--- src/rtl/rmc_params.svh ---
// Constants of the reset, mode-select and clock distribution block
// Summary of operation
// - Bus clock is primary clock divided by two
// - Internal clock selected after every reset
// - Low-power 1 kHz clock feeds watchdog and counter
// - Counter picks external or internal reference clock
// - Timers pick fixed clock or external pin
// - Local debug clock selectable for slow buses
// - Reset pin driven low 66 bus cycles
// - Each reset cause recorded in status register
// - Pin reset always enters user run mode
// - Mode pin sampled at power-on or forced reset
// - Mode pin high gives normal run mode
// - Mode pin low gives background debug state
// - Debug force-reset bit write forces reset
// - Each debug link bit spans 16 clocks
// - Link open-drain with brief driven-high pulses
// - Port pins reset to inputs, pull-ups off
// - Run mode starts at reset vector
`ifndef RMC_PARAMS_SVH
`define RMC_PARAMS_SVH
// Register offsets
`define RMC_A_CAUSE 4'h0
`define RMC_A_MASK 4'h1
`define RMC_A_CLKSEL 4'h2
`define RMC_A_FORCE 4'h3
`define RMC_A_MODE 4'h4
`define RMC_A_VECTOR 4'h5
`define RMC_A_LINK 4'h6
// Cause bit positions
`define RMC_B_POR 0
`define RMC_B_PIN 1
`define RMC_B_WDOG 2
`define RMC_B_LVD 3
`define RMC_B_ILOP 4
`define RMC_B_ILAD 5
`define RMC_B_DBG 6
`define RMC_NCAUSE 7
// Clock select field positions
`define RMC_F_WDOG 0
`define RMC_F_RTC_LO 1
`define RMC_F_TMR_LO 3
`define RMC_F_ADC 5
`define RMC_F_DBG 6
`define RMC_F_EXT 7
// Reset values and counts
`define RMC_CLKSEL_RST 8'h00
`define RMC_STRETCH_CYC 7'h42
`define RMC_BIT_CYC 5'h10
`define RMC_SPEEDUP_CYC 5'h01
`define RMC_ONE_LOW 5'h04
`define RMC_ZERO_LOW 5'h0D
`define RMC_VEC_ADDR 16'hFFFE
`endif

--- src/rtl/rmc_pkg.sv ---
// Types shared by the reset and clock distribution block
package rmc_pkg;
	// Register port request
	typedef struct packed {
		logic [3:0] addr;
		logic [7:0] wdata;
		logic wr;
		logic rd;
	} rmc_req_t;
	// Mode chosen at reset release
	typedef enum logic [1:0] {
		RMC_ST_RESET = 2'h0,
		RMC_ST_RUN = 2'h1,
		RMC_ST_BKGD = 2'h2
	} rmc_mode_t;
	// Clock source selections
	typedef struct packed {
		logic ext_osc;
		logic dbg_local;
		logic adc_alt;
		logic [1:0] tmr;
		logic [1:0] rtc;
		logic wdog_lpo;
	} rmc_clksel_t;
endpackage

--- src/rtl/rmc_top.sv ---
// Reset sequencer, mode select and clock distribution
//
// The address-and-strobe port and the register addresses were chosen for this implementation.
`timescale 1ns/1ps
`include "rmc_params.svh"
module rmc_top
#(
	parameter int STRETCH = 66
)
(
	input wire logic clk,
	input wire logic rst,
	// Reset sources
	input wire logic por_in,
	input wire logic wdog_rst,
	input wire logic lvd_rst,
	input wire logic ilop_rst,
	input wire logic ilad_rst,
	// Open-drain reset pin
	input wire logic reset_pin_in,
	output logic reset_pin_out,
	output logic reset_pin_oe,
	// Debug mode pin
	input wire logic debug_mode_pin_in,
	output logic debug_mode_pin_out,
	output logic debug_mode_pin_oe,
	// Clock sources
	input wire logic clkgen_primary_out,
	input wire logic clkgen_local_debug_clk,
	input wire logic clkgen_ext_ref_clk,
	input wire logic clkgen_int_ref_clk,
	input wire logic clkgen_fixed_freq_clk,
	input wire logic low_power_osc_clk,
	input wire logic timer_ext_clk_in,
	input wire logic xosc_clk,
	// Distributed clocks
	output logic bus_clk_a,
	output logic sys_clk,
	output logic watchdog_clk,
	output logic rtc_clk,
	output logic adc_alt_clk,
	output logic timer_clk,
	output logic debug_clk,
	// Mode and core status
	output logic sys_reset,
	output logic background_debug_state,
	output logic [15:0] fetch_addr,
	output logic port_dir_out,
	output logic port_pull_en,
	// Register port
	input wire logic [3:0] reg_addr,
	input wire logic [7:0] reg_wdata,
	input wire logic reg_wr,
	input wire logic reg_rd,
	output logic [7:0] reg_rdata,
	output logic irq,
	// Debug link send request
	input wire logic link_start,
	input wire logic link_bit
);
	rmc_pkg::rmc_req_t req;
	rmc_pkg::rmc_clksel_t sel_q, sel_d; // Clock selects
	rmc_pkg::rmc_mode_t mode_q, mode_d; // Operating mode
	logic [6:0] cnt_q, cnt_d; // Stretch counter
	logic [`RMC_NCAUSE-1:0] cause_q, cause_d; // Sticky causes
	logic [`RMC_NCAUSE-1:0] mask_q, mask_d; // Interrupt mask
	logic [`RMC_NCAUSE-1:0] ev; // Causes this cycle
	logic frc_q, frc_d; // Debug force reset pending
	logic mode_samp_q, mode_samp_d; // Reset was mode-selecting
	logic pin_low; // Outside party holds pin low
	logic bus_tick;
	logic [7:0] rd_d, rd_q;
	logic irq_d, irq_q;
	logic rst_d, rst_q;
	logic bkgd_q;
	logic low_o, high_o, lbusy;
	logic [6:0] cyc_lim;
	logic [6:0] clk_q, clk_d;
	assign cyc_lim = 7'(STRETCH);
	assign req = '{addr: reg_addr, wdata: reg_wdata, wr: reg_wr,
		rd: reg_rd};
	// Pin low while we are not driving it means an outside reset
	assign pin_low = !reset_pin_in && !reset_pin_oe;
	// Bus rate divider
	rmc_bus_div u_div
	(
		.clk(clk),
		.rst(rst),
		.bus_tick(bus_tick)
	);
	// Debug link bit driver
	rmc_link_tx u_link
	(
		.clk(clk),
		.rst(rst),
		.start(link_start && mode_q != rmc_pkg::RMC_ST_RESET),
		.bit_val(link_bit),
		.busy(lbusy),
		.drv_low(low_o),
		.drv_high(high_o)
	);
	// Gather every reset source into one event vector
	always_comb
	begin
		ev = '0;
		ev[`RMC_B_POR] = por_in;
		ev[`RMC_B_PIN] = pin_low && mode_q != rmc_pkg::RMC_ST_RESET;
		ev[`RMC_B_WDOG] = wdog_rst;
		ev[`RMC_B_LVD] = lvd_rst;
		ev[`RMC_B_ILOP] = ilop_rst;
		ev[`RMC_B_ILAD] = ilad_rst;
		ev[`RMC_B_DBG] = frc_q;
	end
	// Reset sequencing: stretch, cause record, mode decision
	always_comb
	begin
		cnt_d = cnt_q;
		mode_d = mode_q;
		mode_samp_d = mode_samp_q;
		frc_d = 1'b0;
		cause_d = cause_q;
		if (|ev)
		begin
			// A fresh reset replaces old causes with the new ones
			cause_d = ev;
			cnt_d = 7'h00;
			mode_d = rmc_pkg::RMC_ST_RESET;
			// Only power-on and forced resets select the mode
			mode_samp_d = ev[`RMC_B_POR] || ev[`RMC_B_DBG];
		end
		else if (mode_q == rmc_pkg::RMC_ST_RESET)
		begin
			// Count in bus cycles; pin must also be released
			if (bus_tick && cnt_q != cyc_lim)
				cnt_d = cnt_q + 7'h01;
			if (cnt_q == cyc_lim && reset_pin_in && bus_tick)
			begin
				// Release on a bus edge; pin resets never debug
				if (mode_samp_q && !debug_mode_pin_in)
					mode_d = rmc_pkg::RMC_ST_BKGD;
				else
					mode_d = rmc_pkg::RMC_ST_RUN;
			end
		end
		else
		begin
			// Status write-one-to-clear; new events already win
			if (req.wr && req.addr == `RMC_A_CAUSE)
				cause_d = cause_q & ~req.wdata[`RMC_NCAUSE-1:0];
			// Forced reset by writing the bit in run or debug state
			if (req.wr && req.addr == `RMC_A_FORCE && req.wdata[0])
				frc_d = 1'b1;
		end
	end
	// Sequencer registers
	always_ff @(posedge clk)
	begin
		if (rst)
		begin
			cnt_q <= 7'h00;
			mode_q <= rmc_pkg::RMC_ST_RESET;
			mode_samp_q <= 1'b1;
			frc_q <= 1'b0;
			cause_q <= 7'h01;
		end
		else
		begin
			cnt_q <= cnt_d;
			mode_q <= mode_d;
			mode_samp_q <= mode_samp_d;
			frc_q <= frc_d;
			cause_q <= cause_d;
		end
	end
	// Software registers: mask and clock selects
	always_comb
	begin
		mask_d = mask_q;
		sel_d = sel_q;
		if (mode_q == rmc_pkg::RMC_ST_RESET)
			sel_d = `RMC_CLKSEL_RST;
		else if (req.wr && req.addr == `RMC_A_MASK)
			mask_d = req.wdata[`RMC_NCAUSE-1:0];
		else if (req.wr && req.addr == `RMC_A_CLKSEL)
			sel_d = req.wdata;
	end
	// Mask and select registers
	always_ff @(posedge clk)
	begin
		if (rst)
		begin
			mask_q <= 7'h00;
			sel_q <= `RMC_CLKSEL_RST;
		end
		else
		begin
			mask_q <= mask_d;
			sel_q <= sel_d;
		end
	end
	// Read data one cycle after the strobe, zero elsewhere
	always_comb
	begin
		rd_d = 8'h00;
		if (req.rd)
		begin
			case (req.addr)
				`RMC_A_CAUSE: rd_d = {1'b0, cause_q};
				`RMC_A_MASK: rd_d = {1'b0, mask_q};
				`RMC_A_CLKSEL: rd_d = sel_q;
				`RMC_A_MODE: rd_d = {6'h00, mode_q};
				`RMC_A_VECTOR: rd_d = 8'(`RMC_VEC_ADDR >> 8);
				`RMC_A_LINK: rd_d = {7'h00, lbusy};
				default: rd_d = 8'h00;
			endcase
		end
		irq_d = |(cause_d & mask_d);
		rst_d = mode_d == rmc_pkg::RMC_ST_RESET;
	end
	// Clock routing: each output picks its documented sources
	always_comb
	begin
		clk_d[0] = sel_q.ext_osc ? xosc_clk : clkgen_primary_out;
		clk_d[1] = sel_q.wdog_lpo ? low_power_osc_clk : bus_tick;
		case (sel_q.rtc)
			2'h0: clk_d[2] = low_power_osc_clk;
			2'h1: clk_d[2] = clkgen_ext_ref_clk;
			2'h2: clk_d[2] = clkgen_int_ref_clk;
			default: clk_d[2] = low_power_osc_clk;
		endcase
		clk_d[3] = sel_q.adc_alt ? clkgen_ext_ref_clk : bus_tick;
		case (sel_q.tmr)
			2'h0: clk_d[4] = bus_tick;
			2'h1: clk_d[4] = clkgen_fixed_freq_clk;
			2'h2: clk_d[4] = timer_ext_clk_in;
			default: clk_d[4] = bus_tick;
		endcase
		clk_d[5] = sel_q.dbg_local ? clkgen_local_debug_clk
			: bus_tick;
		clk_d[6] = bus_tick;
	end
	// Output flops
	always_ff @(posedge clk)
	begin
		if (rst)
		begin
			rd_q <= 8'h00;
			irq_q <= 1'b0;
			rst_q <= 1'b1;
			clk_q <= 7'h00;
			bkgd_q <= 1'b0;
		end
		else
		begin
			rd_q <= rd_d;
			irq_q <= irq_d;
			rst_q <= rst_d;
			clk_q <= clk_d;
			bkgd_q <= mode_d == rmc_pkg::RMC_ST_BKGD;
		end
	end
	// Pin drive flops
	always_ff @(posedge clk)
	begin
		if (rst)
		begin
			reset_pin_oe <= 1'b1;
			debug_mode_pin_oe <= 1'b0;
			debug_mode_pin_out <= 1'b0;
		end
		else
		begin
			reset_pin_oe <= rst_d && cnt_d != cyc_lim;
			// During mode-select the pin is an input only
			debug_mode_pin_oe <= !rst_d && (low_o || high_o);
			debug_mode_pin_out <= high_o;
		end
	end
	assign reset_pin_out = 1'b0;
	assign reg_rdata = rd_q;
	assign irq = irq_q;
	assign sys_reset = rst_q;
	assign background_debug_state = bkgd_q;
	assign sys_clk = clk_q[0];
	assign watchdog_clk = clk_q[1];
	assign rtc_clk = clk_q[2];
	assign adc_alt_clk = clk_q[3];
	assign timer_clk = clk_q[4];
	assign debug_clk = clk_q[5];
	assign bus_clk_a = clk_q[6];
	assign fetch_addr = `RMC_VEC_ADDR;
	assign port_dir_out = 1'b0;
	assign port_pull_en = 1'b0;
endmodule

--- src/rtl/rmc_bus_div.sv ---
// Bus clock enable derived from the primary clock
`timescale 1ns/1ps
module rmc_bus_div
(
	input wire logic clk,
	input wire logic rst,
	output logic bus_tick
);
	logic ph_q; // Phase of the divide-by-two
	logic ph_d;
	// Toggle every primary cycle
	always_comb
	begin
		ph_d = ~ph_q;
	end
	// Register the phase; reset starts on a fixed phase
	always_ff @(posedge clk)
	begin
		if (rst)
			ph_q <= 1'b0;
		else
			ph_q <= ph_d;
	end
	assign bus_tick = ph_q;
endmodule

--- src/rtl/rmc_link_tx.sv ---
// Single-wire debug link bit driver, pseudo open-drain
`timescale 1ns/1ps
`include "rmc_params.svh"
module rmc_link_tx
(
	input wire logic clk,
	input wire logic rst,
	input wire logic start,
	input wire logic bit_val,
	output logic busy,
	output logic drv_low,
	output logic drv_high
);
	logic [4:0] cnt_q; // Cycle within the bit
	logic [4:0] cnt_d;
	logic val_q; // Bit being sent
	logic val_d;
	logic busy_q;
	logic busy_d;
	// Bit timing: low start, data, then a short driven-high speedup
	always_comb
	begin
		cnt_d = cnt_q;
		val_d = val_q;
		busy_d = busy_q;
		if (!busy_q && start)
		begin
			busy_d = 1'b1;
			cnt_d = 5'h00;
			val_d = bit_val;
		end
		else if (busy_q)
		begin
			if (cnt_q == `RMC_BIT_CYC - 5'h01)
				busy_d = 1'b0;
			cnt_d = cnt_q + 5'h01;
		end
	end
	// Register the bit state
	always_ff @(posedge clk)
	begin
		if (rst)
		begin
			cnt_q <= 5'h00;
			val_q <= 1'b0;
			busy_q <= 1'b0;
		end
		else
		begin
			cnt_q <= cnt_d;
			val_q <= val_d;
			busy_q <= busy_d;
		end
	end
	// A one releases after 4 cycles, a zero after 13
	assign drv_low = busy_q &&
		(cnt_q < (val_q ? `RMC_ONE_LOW : `RMC_ZERO_LOW));
	// Speedup pulse right after release, then float on the pull-up
	assign drv_high = busy_q &&
		(cnt_q >= (val_q ? `RMC_ONE_LOW : `RMC_ZERO_LOW)) &&
		(cnt_q < (val_q ? `RMC_ONE_LOW : `RMC_ZERO_LOW) +
		`RMC_SPEEDUP_CYC);
	assign busy = busy_q;
endmodule

--- config.mk ---
export PLATFORM = sky130hd
export DESIGN_NAME = rmc_top
export DESIGN_NICKNAME = d
export VERILOG_FILES = /design/src/rtl/rmc_pkg.sv /design/src/rtl/rmc_top.sv /design/src/rtl/rmc_bus_div.sv /design/src/rtl/rmc_link_tx.sv
export VERILOG_INCLUDE_DIRS = /design/src /design/src/rtl
export SDC_FILE = /design/constraint.sdc
export NUM_CORES = 1
export LEC_CHECK = 0
export BUFFER_PORTS_ARGS = -buffer_cell sky130_fd_sc_hd__clkbuf_2
export CAP_MARGIN = 25
export CORE_ASPECT_RATIO = 1.5
export CORE_UTILIZATION = 50
export DETAILED_ROUTE_END_ITERATION = 7
export GPL_ROUTABILITY_DRIVEN = 0
export PLACE_DENSITY = 0.75
export SETUP_SLACK_MARGIN = 0.4
export SLEW_MARGIN = 10
export SYNTH_ARGS = -nofsm -noshare
export SYNTH_HDL_FRONTEND = slang
export SYNTH_SLANG_ARGS = --single-unit
export TNS_END_PERCENT = 1
--- constraint.sdc ---
create_clock -name clk -period 2.6 [get_ports clk]
set_clock_uncertainty 0.05 [all_clocks]
set_input_delay 0.13 -clock clk [delete_from_list [all_inputs] [get_ports clk]]
set_output_delay 0.13 -clock clk [all_outputs]
set_load 0.03 [all_outputs]
### After elaboration in Yosys (flattened, before gate mapping)

Cells that the tools add are included.

* register bits: 62
* input port bits: 33
* logic and storage cells: 111
* output and inout bits: 40

* reduce and logical (&&, ||, !) cells: 36
* add/sub/neg operators: 3
* magnitude comparators: 3
* muxes and demuxes: 24
* bitwise operators: 6
* eq/ne operators: 15

Operator list (count)
* $mux 7: 8
* $pmux 8 s6: 1
* $logic_and 1x1->1: 18
* $and 7x7->7: 2
* $ne 7x7->1 const B: 2
* $reduce_or 7->1: 2
* $eq 4x3->1 const B: 3
* $add 5x1->5 const B: 2
* $reduce_or 9->1: 1
* $eq 4x2->1 const B: 2
* $mux 1: 8
* $mux 2: 4
* $add 7x1->7 const B: 1
* $eq 7x7->1 const B: 1
* $not 7->7: 1
* $eq 2x2->1 const B: 3
* $reduce_or 2->1: 3
* $eq 5x4->1 const B: 1
* $ge 5x5->1: 1
* $logic_not 1->1: 5
* $lt 5x4->1: 1
* $lt 5x5->1: 1
* $eq 2x1->1 const B: 2
* $eq 4x1->1 const B: 1
* other kinds (8): 13

### Depth between registers and ports, before layout

* depth in word-level cells: 9
* gate-level depth with buffers: 9
* depth with buffers taken out: 8

### By module

Synthesis repeated with hierarchy kept, for this count alone.

* cells, all modules: 346
* area total of the unflattened synthesis: 3057.9 sq um

By module, submodules not included
* rmc_top: area an instance 2601.2 sq um, sequential area each 1081.0 sq um, cells an instance 295, instances 1
* rmc_link_tx: area an instance 432.9 sq um, sequential area each 140.1 sq um, cells an instance 49, instances 1
* rmc_bus_div: area an instance 23.8 sq um, sequential area each 20.0 sq um, cells an instance 2, instances 1

### Least setup slack after synthesis

No wires, ideal clock.

* kind: register to register
* start point: register u_div.ph_q, in the netlist u_div.bus_tick
* end point: register reset_pin_oe
* setup time: 145 ps
* cell stages (with the launch flop): 7
* path slack: 818 ps
* data required time: 2405 ps
* period minus slack after synthesis: 1782 ps
* data arrival time: 1587 ps
* path buffers: 0
* cells stage by stage: dfxtp_1 > nor3b_4 > and4_4 > nand3_2 > or3_1 > a211oi_2 > o311ai_1

* word-level cells in the longest chain between the ends: 6
* elaborated cells on any way between the ends: 11
* those cells by class: eq/ne: 1; mux: 6; reduce/logical: 4

Ends and longest elaborated chain
* start: declaration: RTL line rmc_bus_div.sv:9 `logic ph_q;`
* start signal: assignment: RTL line rmc_bus_div.sv:22 `ph_q <= ph_d;`
* $logic_and 1x1->1, on equally long branches: RTL line rmc_top.sv:134, rmc_top.sv:136
* $mux 7 or $mux 2 (tied branches): RTL line rmc_top.sv:134, rmc_top.sv:136
* $mux 7 or $mux 2 (tied branches): RTL line rmc_top.sv:131 `else if (mode_q == rmc_pkg::RMC_ST_RESET)`
* $mux 7 or $mux 2 (tied branches): RTL line rmc_top.sv:122 `if (|ev)`
* $ne 7x7->1 or $logic_not 2->1 (tied branches): RTL line rmc_top.sv:273, rmc_top.sv:218
* $logic_and 1x1->1 *: RTL line rmc_top.sv:273 `reset_pin_oe <= rst_d && cnt_d != cyc_lim;`
* end signal: assignment: RTL line rmc_top.sv:273
* end: declaration: RTL line rmc_top.sv:22 `output logic reset_pin_oe,`

Every way passes the cells marked *; elsewhere a longest branch is shown, timed or not.
A chain may end at the register's enable or synchronous reset.

### Worst setup path after layout

* start point: input ilop_rst
* end point: register irq_q, in the netlist irq

* word-level cells in the longest chain between the ends: 4

Ends and longest elaborated chain
* start: declaration: RTL line rmc_top.sv:17 `input wire logic ilop_rst,`
* $reduce_or 7->1: RTL line rmc_top.sv:122
* $mux 7 *: RTL line rmc_top.sv:122
* $and 7x7->7 *: RTL line rmc_top.sv:217 `irq_d = |(cause_d & mask_d);`
* $reduce_or 7->1 *: RTL line rmc_top.sv:217
* end signal: assignment: RTL line rmc_top.sv:256 `irq_q <= irq_d;`
* end: declaration: RTL line rmc_top.sv:73 `logic irq_d, irq_q;`

Marks and branches as above.

==> metrics <==
status finished clean; Top Layer Used met4; vias after detailed routing 2660; footprint of the multi-input gates 1580 um^2; CTS sink count 62; fraction of the mapped netlist area in compound gates 13.0%; Clock transition at path regs 0.07 ns; metal3 WL 342 um; achievable frequency 0.495 GHz; net count reported at finish 458; detailed-route wire length on metal 1 2.61 mm; P_leak 0.00144 uW; Post-Synthesis Cells 358; actual slew at the worst max-slew pin 0.801 ns; clock latency on the worst-skew pair 0.34 ns; post-synthesis xor/xnor area fraction 2.92%; Layout Cell Area excl Fill 3510 um^2; largest area contributor in the netlist sky130_fd_sc_hd__dfxtp_1; non-filler cells in the finished layout 490; final core occ 60.7%; min-delay worst type primary input to register; slack of the worst reg-to-reg path 0.62 ns; Synth Register Bits 62; H-tree depth reported by CTS 3; maximum vdd drop 0.000380 V; final setup fails 0; crit path DAT 2.24 ns; area share of the largest cell type after synthesis 41.3%; Worst setup EP type register; count of buffers from port buffering 53; CTS Buf Count 9; FFs w/ async S/R, synth 0%; DRC Markers 0; number of warning messages in the yosys log 0; number of top-level design ports 73; launching element type of the critical path primary input; DR WL/cell 14.2 um; Placement Cell Area 3240 um^2; number of routed nets with antenna violations 0; commonest cells in the synthesized netlist sky130_fd_sc_hd__nor2_1, sky130_fd_sc_hd__dfxtp_1, sky130_fd_sc_hd__nand2_1, sky130_fd_sc_hd__buf_4, sky130_fd_sc_hd__a21oi_1; area grow syn2layout 17.0%; storage element area 1240 um^2; critical path peak fanout 3; CTS root buffer sky130_fd_sc_hd__clkbuf_8; initial drt markers 124; count of distinct cell types in the synthesized netlist 48; hold violation total from the final report 0; area share of fa/ha/maj cells after synthesis 5.00%; mean number of vias per cell 5.43; chain of cells forming the critical path dlygate4sd3_1 -> clkbuf_2 -> nor2_1 -> nor4b_1 -> nand3_1 -> a21oi_1 -> o21bai_1 -> a31oi_1; setup repair after global routing missed its margin no; multiplexer fraction of the synthesized cell area 5.37%; GRT Util Overall 23.9%; # rows 34; via count of the first global-routing pass 2536; total power divided by cell area 585 nW/um^2; final global-route overflow total 0; number of enable-type register cells in the synthesized netlist 0; pre-CTS WS 0.585 ns; Fillers 547; synth top area cells sky130_fd_sc_hd__dfxtp_1, sky130_fd_sc_hd__nor2_1, sky130_fd_sc_hd__ha_1; simple-gate share of the synthesized area 23.9%; Total Wirelength 6.98 mm; final total negative setup slack 0 ns; Slowest Stage Delay on Critical Path 0.56 ns; diode count 0; placeable core region 5790 um^2; sequential cell area fraction in the yosys report 41.3%; Starting Density 51.9%; worst setup path category primary input to register; number of buffers on the longest clock path 2; minimum clock period 2.02 ns; antenna violations before repair 0; Maximum Capacitance Violations 0; placed cells 468; y dimension of the die 96.9 um; count of final max-slew check failures 0; mapped cell area 3000 um^2; ratio of cells with drive above 1 in the final layout 18.9%; data required time at the worst endpoint 2.82 ns; Chip Width 65.3 um; global-route wire length before repair 11.5 mm; Met2 Routed Length 3.65 mm; Post-synth top flop sky130_fd_sc_hd__dfxtp_1; min setup slack post-route 0.580 ns; half-perimeter wire length of the detailed placement result 5.26 mm; Die Area 6330 um^2; first drt pass iteration count 4; maximum number of pins on one net before global-route repair 20; Synth Area per Inst 8.39 um^2; crit path max-delay cell type sky130_fd_sc_hd__nor4b_1; largest family of logic cells by synthesized area simple AND/OR/NAND/NOR gates; final worst path period share 77.7%; leading cell type by number of instances after synthesis sky130_fd_sc_hd__nor2_1; worst slew slack as a fraction of its limit 46.1%; CTS tree done
## through the flow
step	power, uW	hold WS (ns)
floorplan	1120	0.207
global placement	1160	0.313
detailed placement	1160	0.325
CTS	2070	0.000895
global route	2130	0.0212
finish	2060	0.00332
## path summary, 6_finish.rpt
check / from / end / depth (start not counted)
setup reg to reg: u_div.bus_tick$_SDFF_PP0_ / reset_pin_oe$_SDFF_PP1_ / 6
setup / recovery: ilop_rst / irq$_SDFF_PP0_ / 8
hold reg to reg: sel_q[6]$_SDFFE_PP0P_ / sel_q[6]$_SDFFE_PP0P_ / 2
hold / removal: clkgen_local_debug_clk / clk_q[5]$_SDFF_PP0_ / 3
## flip-flops by register name, indices dropped and copies added (netlist names)
name	cells
frc_q	1
reg_rdata	8
debug_mode_pin_out	1
u_link.busy	1
reset_pin_oe	1
mask_q	7
u_div.bus_tick	1
cnt_q	7
background_debug_state	1
mode_q	2
clk_q	7
u_link.cnt_q	5
u_link.val_q	1
cause_q	7
irq	1
sys_reset	1
mode_samp_q	1
sel_q	8
debug_mode_pin_oe	1
## cells by family after synthesis
kind of cell | Yosys count
buffers and inverters | 46
other | 2
flip-flops | 62
AND/OR/NAND/NOR | 148
XOR/XNOR | 10
adder cells (fa/ha/maj) | 12
AO/OA/AOI/OAI | 62
multiplexers | 16
## routing by layer
metal  GRT usage [%]  vias to the layer above
li1                -                     1309
met1            23.0                     1247
met2            43.0                       76
met3            6.25                       28
met4            15.6                        0
met5               0                        -
## cell usage in the layout (no fill, tap or decap), types with 5 or more instances in the layout
cell type                       Yosys  layout
sky130_fd_sc_hd__a22oi_1            8       8
sky130_fd_sc_hd__clkbuf_2           0      53
sky130_fd_sc_hd__inv_1             12      12
sky130_fd_sc_hd__nor2_1            63      63
sky130_fd_sc_hd__nand4_1            7       7
sky130_fd_sc_hd__nand2_1           33      33
sky130_fd_sc_hd__a31oi_1            8       8
sky130_fd_sc_hd__conb_1             2      19
sky130_fd_sc_hd__nor2b_1            5       5
sky130_fd_sc_hd__dfxtp_1           62      62
sky130_fd_sc_hd__clkbuf_8           0       9
sky130_fd_sc_hd__xor2_1             7       7
sky130_fd_sc_hd__a21oi_1           17      17
sky130_fd_sc_hd__nor3_1             5       5
sky130_fd_sc_hd__o21ai_0           12      12
sky130_fd_sc_hd__mux2i_1           15      15
sky130_fd_sc_hd__ha_1              12      12
sky130_fd_sc_hd__nand3_1           12      12
sky130_fd_sc_hd__dlygate4sd3_1      0       6
## report_power, final
group / switching (uW) / internal [uW]
clock network: 372 / 538
registers: 6.84 / 963
logic: 124 / 52.6
## critical path: cells and delay by family
kind                   cells  cell delay, ns
and+or+nand+nor            3            0.97
buffers and inverters      2            0.65
AOI/OAI and AO/OA          3            0.49
## repair_timing
| item | CTS | global route |
|---|---|---|
| resized for setup | 0 | 1 |
| setup endpoints to repair | 0 | 1 |
| endpoints found under the hold margin | 6 | 0 |
| setup buffers | 0 | 0 |
| hold buffers | 6 | 0 |
## layout make-up
type / instances / share of cell area, %
Inverter: 12 / 1.28
Clock buffer: 10 / 3.63
Timing Repair Buffer: 61 / 9.69
Multi-Input combinational cell: 267 / 45.0
Clock inverter: 6 / 2.46
Tap cell: 72 / 2.56
Sequential cell: 62 / 35.3
Note: power is estimated with default switching activity, not from simulation.
